## src/logic/dps_pkg.sv

```systemverilog
// Constants, types and command codes for the flash status-polling host
`default_nettype none
package dps_pkg;
  // Clock and pin timing, in ns as specified
  localparam int CLK_PERIOD_NS       = 50;
  localparam int WRITE_LOW_NS        = 100;
  localparam int WRITE_HIGH_GAP_NS   = 50;
  localparam int ERASE_GAP_NS        = 150;
  localparam int READ_STROBE_HIGH_NS = 150;
  localparam int READ_ACCESS_NS      = 90;
  // Pin to agreed-value latency of the three-stage input synchroniser
  localparam int SYNC_LAT_CYC        = 4;

  // Least times rounded up to whole clock cycles; the read strobe also adds SYNC_LAT_CYC
  localparam logic [3:0] WRITE_LOW_CYC =
    4'((WRITE_LOW_NS + CLK_PERIOD_NS - 1) / CLK_PERIOD_NS);
  localparam logic [3:0] WRITE_GAP_CYC =
    4'((WRITE_HIGH_GAP_NS + CLK_PERIOD_NS - 1) / CLK_PERIOD_NS);
  localparam logic [3:0] ERASE_GAP_CYC =
    4'((ERASE_GAP_NS + CLK_PERIOD_NS - 1) / CLK_PERIOD_NS);
  localparam logic [3:0] READ_GAP_CYC =
    4'((READ_STROBE_HIGH_NS + CLK_PERIOD_NS - 1) / CLK_PERIOD_NS);
  localparam logic [3:0] READ_LOW_CYC =
    4'((READ_ACCESS_NS + CLK_PERIOD_NS - 1) / CLK_PERIOD_NS + SYNC_LAT_CYC);

  // Status bit positions on the data bus
  localparam int POLL_BIT          = 7;
  localparam int TOGGLE_BIT        = 6;
  localparam int SECTOR_TOGGLE_BIT = 2;

  // Command cycle addresses and data
  localparam logic [19:0] UNLOCK1_ADDR     = 20'h05555;
  localparam logic [19:0] UNLOCK2_ADDR     = 20'h02AAA;
  localparam logic [15:0] UNLOCK1_DATA     = 16'h00AA;
  localparam logic [15:0] UNLOCK2_DATA     = 16'h0055;
  localparam logic [15:0] CMD_PROGRAM      = 16'h00A0;
  localparam logic [15:0] CMD_ERASE_SETUP  = 16'h0080;
  localparam logic [15:0] CMD_SECTOR_ERASE = 16'h0030;
  localparam logic [15:0] CMD_ID_EXIT      = 16'h00F0;

  // Last write step of each sequence, and the erase step followed by the long gap
  localparam logic [2:0] PROGRAM_LAST = 3'h3;
  localparam logic [2:0] ERASE_LAST   = 3'h5;
  localparam logic [2:0] ID_EXIT_LAST = 3'h2;
  localparam logic [2:0] ERASE_GAP_STEP = 3'h4;

  typedef enum logic [1:0] {
    OP_READ    = 2'h0,
    OP_PROGRAM = 2'h1,
    OP_ERASE   = 2'h2,
    OP_ID_EXIT = 2'h3
  } dps_op_t;

  typedef struct packed {
    dps_op_t     op;
    logic [19:0] addr;
    logic [15:0] data;
  } dps_req_t;

  typedef struct packed {
    logic        write;
    logic [19:0] addr;
    logic [15:0] data;
    logic [3:0]  gap;
  } dps_cyc_t;

  typedef struct packed {
    logic [19:0] addr;
    logic        ce_n;
    logic        oe_n;
    logic        we_n;
    logic [15:0] dq_out;
    logic        dq_oe_n;
  } dps_pins_t;
endpackage : dps_pkg
`default_nettype wire

```

## src/logic/dps_host.sv

```systemverilog
// Host sequencer: program, sector erase, ID exit and status polling
`timescale 1ns/1ps
`default_nettype none
module dps_host
  import dps_pkg::*;
(
  input  wire logic        clk,
  input  wire logic        nrst,
  input  wire logic        req_valid,
  input  wire dps_req_t    req,
  output logic             req_ready,
  output logic             resp_valid,
  output logic [15:0]      resp_data,
  input  wire logic [15:0] flash_dq_in,
  output dps_pins_t        flash
);
  typedef enum logic [3:0] {
    M_IDLE = 4'b0001,
    M_SEQ  = 4'b0010,
    M_POLL = 4'b0100,
    M_READ = 4'b1000
  } dps_mstate_t;

  dps_mstate_t state, next_state;
  dps_req_t    req_q, next_req_q;
  logic [2:0]  step, next_step;
  logic        first, next_first;
  logic        last_tog, next_last_tog;
  logic        cyc_start, next_cyc_start;
  dps_cyc_t    cyc, next_cyc;
  logic        next_req_ready;
  logic        next_resp_valid;
  logic [15:0] next_resp_data;
  logic        cyc_done;
  logic [15:0] cyc_rdata;

  function automatic logic [2:0] last_step(input dps_op_t op);
    unique case (op)
      OP_PROGRAM: last_step = PROGRAM_LAST;
      OP_ERASE:   last_step = ERASE_LAST;
      default:    last_step = ID_EXIT_LAST;
    endcase
  endfunction : last_step

  // Write cycle for one step of a command sequence
  function automatic dps_cyc_t seq_cycle(input dps_req_t r,
                                         input logic [2:0] s);
    dps_cyc_t c;
    c.write = 1'b1;
    c.gap   = WRITE_GAP_CYC;
    c.addr  = UNLOCK1_ADDR;
    c.data  = UNLOCK1_DATA;
    unique case (s)
      3'h1, 3'h4: begin
        c.addr = UNLOCK2_ADDR;
        c.data = UNLOCK2_DATA;
      end
      3'h2: begin
        unique case (r.op)
          OP_PROGRAM: c.data = CMD_PROGRAM;
          OP_ERASE:   c.data = CMD_ERASE_SETUP;
          default:    c.data = CMD_ID_EXIT;
        endcase
      end
      3'h3: begin
        if (r.op == OP_PROGRAM) begin
          c.addr = r.addr;
          c.data = r.data;
        end
      end
      3'h5: begin
        c.addr = r.addr;
        c.data = CMD_SECTOR_ERASE;
      end
      default: ;
    endcase
    if (s == ERASE_GAP_STEP) begin
      c.gap = ERASE_GAP_CYC;
    end
    return c;
  endfunction : seq_cycle

  // Poll read: same address each time, long strobe-high gap
  function automatic dps_cyc_t poll_cycle(input logic [19:0] a);
    dps_cyc_t c;
    c.write = 1'b0;
    c.addr  = a;
    c.data  = 16'h0000;
    c.gap   = READ_GAP_CYC;
    return c;
  endfunction : poll_cycle

  always_comb begin
    next_state      = state;
    next_req_q      = req_q;
    next_step       = step;
    next_first      = first;
    next_last_tog   = last_tog;
    next_cyc_start  = 1'b0;
    next_cyc        = cyc;
    next_resp_valid = 1'b0;
    next_resp_data  = resp_data;
    unique case (state)
      M_IDLE: if (req_valid && req_ready) begin
        next_req_q     = req;
        next_step      = 3'h0;
        next_cyc_start = 1'b1;
        if (req.op == OP_READ) begin
          next_state = M_READ;
          next_cyc   = poll_cycle(req.addr);
        end else begin
          next_state = M_SEQ;
          next_cyc   = seq_cycle(req, 3'h0);
        end
      end
      M_SEQ: if (cyc_done) begin
        next_cyc_start = 1'b1;
        if (step != last_step(req_q.op)) begin
          next_step = step + 3'h1;
          next_cyc  = seq_cycle(req_q, step + 3'h1);
        end else if (req_q.op == OP_ID_EXIT) begin
          next_cyc_start  = 1'b0;
          next_state      = M_IDLE;
          next_resp_valid = 1'b1;
          next_resp_data  = 16'h0000;
        end else begin
          next_state = M_POLL;
          next_first = 1'b1;
          next_cyc   = poll_cycle(req_q.addr);
        end
      end
      M_POLL: if (cyc_done) begin
        // No fixed wait: poll until two reads agree on the toggle bit
        if (!first && cyc_rdata[TOGGLE_BIT] == last_tog) begin
          next_state      = M_IDLE;
          next_resp_valid = 1'b1;
          next_resp_data  = cyc_rdata;
        end else begin
          next_first     = 1'b0;
          next_last_tog  = cyc_rdata[TOGGLE_BIT];
          next_cyc_start = 1'b1;
        end
      end
      M_READ: if (cyc_done) begin
        next_state      = M_IDLE;
        next_resp_valid = 1'b1;
        next_resp_data  = cyc_rdata;
      end
    endcase
    next_req_ready = (next_state == M_IDLE);
  end

  always_ff @(posedge clk or negedge nrst) begin
    if (!nrst) begin
      state      <= M_IDLE;
      req_q      <= '{op: OP_READ, addr: 20'h00000, data: 16'h0000};
      step       <= 3'h0;
      first      <= 1'b1;
      last_tog   <= 1'b0;
      cyc_start  <= 1'b0;
      cyc        <= '{write: 1'b0, addr: 20'h00000, data: 16'h0000,
                      gap: 4'h0};
      req_ready  <= 1'b1;
      resp_valid <= 1'b0;
      resp_data  <= 16'h0000;
    end else begin
      state      <= next_state;
      req_q      <= next_req_q;
      step       <= next_step;
      first      <= next_first;
      last_tog   <= next_last_tog;
      cyc_start  <= next_cyc_start;
      cyc        <= next_cyc;
      req_ready  <= next_req_ready;
      resp_valid <= next_resp_valid;
      resp_data  <= next_resp_data;
    end
  end

  dps_bus_cycle u_bus (
    .clk   (clk),
    .nrst  (nrst),
    .start (cyc_start),
    .cyc   (cyc),
    .dq_in (flash_dq_in),
    .done  (cyc_done),
    .rdata (cyc_rdata),
    .pins  (flash)
  );

  // Helper state for the checks below
  logic       we_q;
  logic [2:0] wr_cnt;
  logic       tog_h1, tog_h2;
  always_ff @(posedge clk or negedge nrst) begin
    if (!nrst) begin
      we_q   <= 1'b1;
      wr_cnt <= 3'h0;
      tog_h1 <= 1'b0;
      tog_h2 <= 1'b0;
    end else begin
      we_q <= flash.we_n;
      if (state == M_IDLE) begin
        wr_cnt <= 3'h0;
      end else if (we_q && !flash.we_n) begin
        wr_cnt <= wr_cnt + 3'h1;
      end
      if (state == M_POLL && cyc_done) begin
        tog_h1 <= cyc_rdata[TOGGLE_BIT];
        tog_h2 <= tog_h1;
      end
    end
  end
endmodule : dps_host
`default_nettype wire

```

## src/logic/dps_bus_cycle.sv

```systemverilog
// One timed flash bus cycle (write or read) with synchronised data input
`timescale 1ns/1ps
`default_nettype none
module dps_bus_cycle
  import dps_pkg::*;
(
  input  wire logic      clk,
  input  wire logic      nrst,
  input  wire logic      start,
  input  wire dps_cyc_t  cyc,
  input  wire logic [15:0] dq_in,
  output logic           done,
  output logic [15:0]    rdata,
  output dps_pins_t      pins
);
  typedef enum logic [3:0] {
    B_IDLE    = 4'b0001,
    B_SETUP   = 4'b0010,
    B_STROBE  = 4'b0100,
    B_RECOVER = 4'b1000
  } dps_bstate_t;

  dps_bstate_t state, next_state;
  logic [3:0]  cnt, next_cnt;
  logic        write, next_write;
  logic [3:0]  gap, next_gap;
  logic        next_done;
  logic [15:0] next_rdata;
  dps_pins_t   next_pins;
  logic [15:0] dq_s1, dq_s2, dq_s3, dq_agreed, next_agreed;

  // Value counts once the second and third stages agree
  always_comb begin
    next_agreed = (dq_s2 == dq_s3) ? dq_s3 : dq_agreed;
  end

  always_ff @(posedge clk or negedge nrst) begin
    if (!nrst) begin
      dq_s1     <= 16'h0000;
      dq_s2     <= 16'h0000;
      dq_s3     <= 16'h0000;
      dq_agreed <= 16'h0000;
    end else begin
      dq_s1     <= dq_in;
      dq_s2     <= dq_s1;
      dq_s3     <= dq_s2;
      dq_agreed <= next_agreed;
    end
  end

  always_comb begin
    next_state = state;
    next_cnt   = cnt;
    next_write = write;
    next_gap   = gap;
    next_done  = 1'b0;
    next_rdata = rdata;
    next_pins  = pins;
    unique case (state)
      B_IDLE: if (start) begin
        next_state        = B_SETUP;
        next_write        = cyc.write;
        next_gap          = cyc.gap;
        next_pins.addr    = cyc.addr;
        next_pins.dq_out  = cyc.data;
        next_pins.ce_n    = 1'b0;
        next_pins.dq_oe_n = !cyc.write;
      end
      B_SETUP: begin
        next_state = B_STROBE;
        next_cnt   = write ? WRITE_LOW_CYC : READ_LOW_CYC;
        if (write) begin
          next_pins.we_n = 1'b0;
        end else begin
          next_pins.oe_n = 1'b0;
        end
      end
      B_STROBE: begin
        next_cnt = cnt - 4'h1;
        if (cnt == 4'h1) begin
          next_state     = B_RECOVER;
          next_cnt       = gap;
          next_pins.we_n = 1'b1;
          next_pins.oe_n = 1'b1;
          next_pins.ce_n = 1'b1;
          if (!write) begin
            next_rdata = dq_agreed;
          end
        end
      end
      B_RECOVER: begin
        // Strobes stay high for the requested gap; write data still driven
        next_cnt = cnt - 4'h1;
        if (cnt == 4'h1) begin
          next_state        = B_IDLE;
          next_done         = 1'b1;
          next_pins.dq_oe_n = 1'b1;
        end
      end
    endcase
  end

  always_ff @(posedge clk or negedge nrst) begin
    if (!nrst) begin
      state <= B_IDLE;
      cnt   <= 4'h0;
      write <= 1'b0;
      gap   <= 4'h0;
      done  <= 1'b0;
      rdata <= 16'h0000;
      pins  <= '{addr: 20'h00000, ce_n: 1'b1, oe_n: 1'b1, we_n: 1'b1,
                 dq_out: 16'h0000, dq_oe_n: 1'b1};
    end else begin
      state <= next_state;
      cnt   <= next_cnt;
      write <= next_write;
      gap   <= next_gap;
      done  <= next_done;
      rdata <= next_rdata;
      pins  <= next_pins;
    end
  end
endmodule : dps_bus_cycle
`default_nettype wire

```

## config.mk

```make
export PLATFORM = sky130hd
export DESIGN_NAME = dps_host
export DESIGN_NICKNAME = d
export VERILOG_FILES = /design/src/logic/dps_pkg.sv /design/src/logic/dps_host.sv /design/src/logic/dps_bus_cycle.sv
export SDC_FILE = /design/constraint.sdc
export NUM_CORES = 1
export LEC_CHECK = 0
export BUFFER_PORTS_ARGS = -buffer_cell sky130_fd_sc_hd__buf_4
export CAP_MARGIN = 20
export CORE_MARGIN = 2
export CORE_UTILIZATION = 55
export DETAILED_ROUTE_END_ITERATION = 8
export PLACE_DENSITY = 0.85
export SYNTH_ARGS = -nofsm -noshare
export SYNTH_HDL_FRONTEND = slang
export SYNTH_HIERARCHICAL = 1
export SYNTH_SLANG_ARGS = --single-unit
```

## constraint.sdc

```tcl
create_clock -name clk -period 2.6 [get_ports clk]
set_input_delay 0.26 -clock clk [delete_from_list [all_inputs] [get_ports clk]]
set_output_delay 0.26 -clock clk [all_outputs]
set_load 0.005 [all_outputs]
```

======== Yosys cells after proc, flatten, opt, wreduce, memory -nomap -nowiden ========
Cells that the tools add are included.
storage, ports and cells
  flip-flop bits (word level) ............. 241
  bits of input ports ..................... 57
  output and inout bits ................... 58
  logic and storage cells ................. 170
operators by class
  $add $sub $neg .......................... 2
  equality and inequality tests ........... 37
  mux-type cells .......................... 72
  bitwise gates (word level) .............. 2
  reductions and logical operators ........ 26
operators with widths
  cell                                                  number
  2-to-1 mux 41 bit                                     5
  2-to-1 mux 16 bit                                     6
  case mux 41 bit (2 select lines)                      1
  case mux 16 bit (4 select lines)                      1
  case mux 20 bit (3 select lines)                      1
  case mux 16 bit (3 select lines)                      1
  2-to-1 mux 4 bit                                      11
  2-to-1 mux 36 bit                                     1
  case mux 4 bit (4 select lines)                       2
  2-to-1 mux 1 bit                                      24
  2-to-1 mux 3 bit                                      8
  AND reduction 3 bit                                   7
  != test 2 bit (second input constant)                 9
  equality test 16 bit                                  1
  equality test 4 x 1 -> 1 bit (second input constant)  4
  case mux 7 bit (2 select lines)                       1
  != test 2 x 1 -> 1 bit (second input constant)        6
  case mux 3 bit (2 select lines)                       2
  case mux 4 bit (3 select lines)                       1
  nonzero test 2 bit                                    5
  equality test 4 x 2 -> 1 bit (second input constant)  2
  equality test 4 x 3 -> 1 bit (second input constant)  2
  equality test 4 bit (second input constant)           2
  AND reduction 4 bit                                   2
  23 further kinds                                      34

======== Depth between registers and ports, before layout ========
  depth after elaboration ................. 9
  gate-level depth with buffers ........... 10

======== Cells and area by module ========
Netlist, hierarchy kept.
modules (own cells, without submodules)
  module         instances  cells an instance  area an instance (µm²)  seq. area each (µm²)
  dps_bus_cycle  1          307                4854.7                  3359.5
  dps_host       1          512                4842.1                  2631.3

======== Least setup slack after synthesis ========
Ideal clock, no wire load.
  kind .................................... register to register
  from .................................... register step[0]
  to ...................................... register cyc[25] (netlist name)
  library setup time ...................... 0.116 ns
  arrival time ............................ 2.176 ns
  required time ........................... 2.484 ns
  path slack .............................. 0.308 ns
  stages on the path, launching flop included .. 10
  period minus slack after synthesis ...... 2.292 ns
  cell sequence ........................... dfrtp_1 ha_1 ha_1 buf_2 nand2_1 o21ai_0 a21o_1 clkbuf_1 a21oi_1 o311ai_0
on the way
  cells in the longest elaborated chain, start to end .. 7
  elaborated cells between the ends (all ways) .. 13
  classes of those cells .................. 1 x add/sub; 6 x eq/ne; 4 x mux; 2 x reduce/logical
RTL lines
  element                                                              RTL line         source
  start: declaration                                                   dps_host.sv:26   logic [2:0] step, next_step;
  start signal: assignment                                             dps_host.sv:169  step <= next_step;
  adder 3 x 1 -> 3 bit                                                 dps_host.sv:120  next_cyc = seq_cycle(req_q, step + 3'h1);
  equality test 3 bit or equality test 3 x 1 -> 1 bit (tied branches)  dps_host.sv:53   unique case (s)
  OR reduction 2 bit                                                   dps_host.sv:53
  case mux 20 bit (3 select lines)                                     dps_host.sv:53
  2-to-1 mux 41 bit                                                    dps_host.sv:118  if (step != last_step(req_q.op)) begin
  2-to-1 mux 41 bit                                                    dps_host.sv:116  M_SEQ: if (cyc_done) begin
  case mux 41 bit (2 select lines)                                     dps_host.sv:103  unique case (state)
Parallel ways exist; a longest one is shown, timed or not. The select of a mux whose other input is x is not followed.
A chain may end at the register's enable or synchronous reset.

======== Final worst setup path ========
  from .................................... register step[0]
  to ...................................... register cyc[25] (netlist name)
on the way
  cells in the longest elaborated chain, start to end .. 7
  elaborated cells between the ends (all ways) .. 13
  classes of those cells .................. 1 x add/sub; 6 x eq/ne; 4 x mux; 2 x reduce/logical
RTL lines
  element                                                              RTL line
  adder 3 x 1 -> 3 bit                                                 dps_host.sv:120
  equality test 3 bit or equality test 3 x 1 -> 1 bit (tied branches)  dps_host.sv:53
  OR reduction 2 bit                                                   dps_host.sv:53
  case mux 20 bit (3 select lines)                                     dps_host.sv:53
  2-to-1 mux 41 bit                                                    dps_host.sv:118
  2-to-1 mux 41 bit                                                    dps_host.sv:116
  case mux 41 bit (2 select lines)                                     dps_host.sv:103
Parallel ways exist; a longest one is shown, timed or not. The select of a mux whose other input is x is not followed.

==> flow_summary.ini <==
[status]
outcome = complete, no violations

[sta]
maxSlewHeadroom_pct = 56.3
setup_viol = 0
rsz0062_at_grt = false
maxSlewViolCount = 0
skew_ns = 0.0103
fmax_ghz = 0.412
min_period_ns = 2.43
worst_slew_pin_slew_ns = 0.655
hold_viol_final = 0
setup_tns_ns = 0
fin_crit_sh_pct = 93.5

[power]
combPwrFrac_pct = 3.5
switching_power_uw = 1630
pwr-share-seq_pct = 50.2
p_int_uw = 5930
power_density_nw_per_um2 = 616
ir_worst_vdd_mv = 0.854
clkPwrFrac_pct = 46.3
p_leak_uw = 0.00595
p_sw_share_pct = 21.6

[floorplan]
die_w_um = 137
top_level_ports = 115
initial_core_util_pct = 56.1
core-area_um2 = 17300
fp.dieArea_um2 = 18700
fp-row-count = 48
die_y_um = 137

[route]
wl_um = 22800
dr_total_vias = 6950
drtIter0Drc = 457
viasPerCell = 5.58
wl_per_cell_um = 18.3
firstDrtPassIters = 7
antenna_left = 0
drc = 0

[synth]
netlist_area_um2 = 9700
synth_edf_count = 0
syn_avg_cell_area_um2 = 11.8
synthesis.instances = 819
synthDistinctLibCells = 68
yosysWarnings = 6
synth_flop_cell = dfrtp_1
async_reset_ff_share_pct = 100
ys_seq_elements = 239
synth.yosys.seq_area_share_pct = 61.8

[hold_path]
hold_path_class = input pin to register

[setup_path]
critPathRequiredTime_ns = 2.96
cp-end-kind = register
critical_path_class = register to register
crit_arrival_ns = 2.79
cp-start-kind = register
cp_max_fo = 8

[clocking]
cts.sinks = 239
cts_buffers = 24
clk_latency_ns = 0.51
clock-root-buffer = clkbuf_16
clk_path_buf_depth = 3
path_clk_slew_ns = 0.06
tritoncts = yes
htreeDepth = 1

[final_layout]
nNetsFinal = 1069
drive_gt1_share_pct = 27.6
area_growth_pct = 26.6
postLayoutCoreUtil_pct = 71.0
n_antenna_cell = 0
seq_area_um2 = 5990
fill_cells = 1123
multi_input_area_um2 = 3440

[run]
drv_cap = 0

[global_route]
grt-ovfl-total = 0
grt_pass1_wl_um = 37000
track_usage_pct = 25.1
grt_max_degree = 85
grt_pass1_vias = 7262
antenna_found_initial = 0

[placed_design]
gp_congestion = 0.845
io_buffers = 114
hpwl_um = 14100
==> sequential cells by signal (all words and copies together) (netlist names), 16 cells and up <==
name             count
u_bus/dq_s1         16
u_bus/rdata         16
req_q               38
u_bus/pins          40
u_bus/dq_agreed     16
cyc                 39
u_bus/dq_s2         16
u_bus/dq_s3         16
resp_data           16
==> cell usage in the layout, fill, tap and decap left out, types with 21 or more instances in the layout <==
| cell | count |
|---|---|
| a21oi_1 | 37 |
| buf_4 | 137 |
| clkbuf_16 | 25 |
| dfrtp_1 | 231 |
| dlygate4sd3_1 | 53 |
| inv_1 | 29 |
| mux2_2 | 71 |
| mux2i_1 | 21 |
| nand2_1 | 158 |
| nor2_1 | 27 |
| o21ai_0 | 32 |
==> power by group through the flow <==
stage               Combinational, uW  Clock, uW  Sequential [uW]
floorplan                        31.6          0             3850
global placement                  194          0             3860
detailed placement                199          0             3860
CTS                               266       3530             3790
global route                      294       3700             3800
finish                            267       3500             3790
==> worst max-delay path, stage by stage, from the launching register on <==
cell      delay (ns)
dfrtp_1         0.47
ha_1            0.28
ha_1            0.39
nand2_1         0.16
o21ai_0         0.22
a21o_2          0.26
a21oi_1         0.09
o311ai_0        0.40
==> final timing paths <==
path | startpoint | end | slack [ns] | cells past startpoint
max in group asynchronous | nrst | u_bus/pins[0] | 1.46 | 3
hold / removal | req[36] | req_q[36] | 0.05 | 3
hold reg to reg | u_bus/dq_s1[7] | u_bus/dq_s2[7] | 0.35 | 0
setup reg to reg | step[0] | cyc[25] | 0.17 | 7
min in group asynchronous | nrst | u_bus/dq_s2[0] | 0.34 | 2
setup / recovery | step[0] | cyc[25] | 0.17 | 7
==> layout make-up <==
type | instances | area share (%)
clock buffer | 32 | 5.80
clock inverter | 12 | 0.846
inverter | 30 | 0.938
multi-input combinational | 513 | 28.0
sequential | 239 | 48.8
tap | 225 | 2.29
timing repair buffer | 194 | 13.3
==> metrics by stage <==
stage / hold slack, ns / cell area (um^2) / power (uW) / setup slack, ns / std cells
3_5_place_dp: 0.289 / 10900 / 4060 / 0.0576 / 1147
2_1_floorplan: -0.0356 / 9700 / 3880 / 0.308 / 820
4_1_cts: 0.0266 / 12300 / 7590 / 0.0621 / 1244
3_3_place_gp: 0.285 / 10900 / 4050 / 0.276 / 1147
5_1_grt: 0.0503 / 12300 / 7790 / 0.0368 / 1245
6_report: 0.0454 / 12300 / 7560 / 0.170 / 1245
==> Yosys cell counts (5+ instances only) <==
library cell  number  share of area (%)
xor2_1            19                1.7
nand2b_1           9               0.58
ha_1              10                1.3
inv_1             29                1.1
a21oi_1           37                1.9
clkbuf_1          19               0.74
o311ai_0           7               0.63
o21a_1             5               0.39
nand2_1          158                6.1
nand3_1            8               0.41
nor3_1            15               0.77
a31oi_1            8               0.52
mux2i_1           21                2.2
dfstp_2            8                2.2
dfrtp_1          231                 60
a32oi_1            6               0.54
nor4_1             5               0.32
buf_2             13               0.67
o21ai_0           32                1.7
a22o_1             9               0.81
mux2_2            71                8.2
nor2_1            27                1.0
==> cell families (layout without fill, tap and decap cells) <==
logic type / Yosys count / after routing / share of synthesized area [%]
AOI/OAI and AO/OA: 135 / 135 / 9.26
xor gates and xnor gates: 21 / 21 / 1.90
adders and majority gates: 10 / 10 / 1.29
buffers and inverters: 68 / 268 / 3.14
DFF: 239 / 239 / 61.8
muxes: 95 / 95 / 10.8
other: 1 / 2 / 0.0387
and+or+nand+nor: 250 / 250 / 11.8
==> layer usage <==
metal  track usage (%)  share of wire, %
met3              3.81               5.1
met2              43.5                51
met5                 0                 0
met1              32.7                41
met4              7.73               2.8
==> timing repair <==
| item | in CTS | in global routing |
|---|---|---|
| hold buffers | 53 | 0 |
| pin swaps | 0 | 0 |
| buffers inserted | 0 | 1 |
| gates resized for setup | 1 | 3 |
| endpoints found under the hold margin | 129 | 0 |
| setup endpoints to repair | 1 | 3 |
Power figures use the tool's default switching activity.
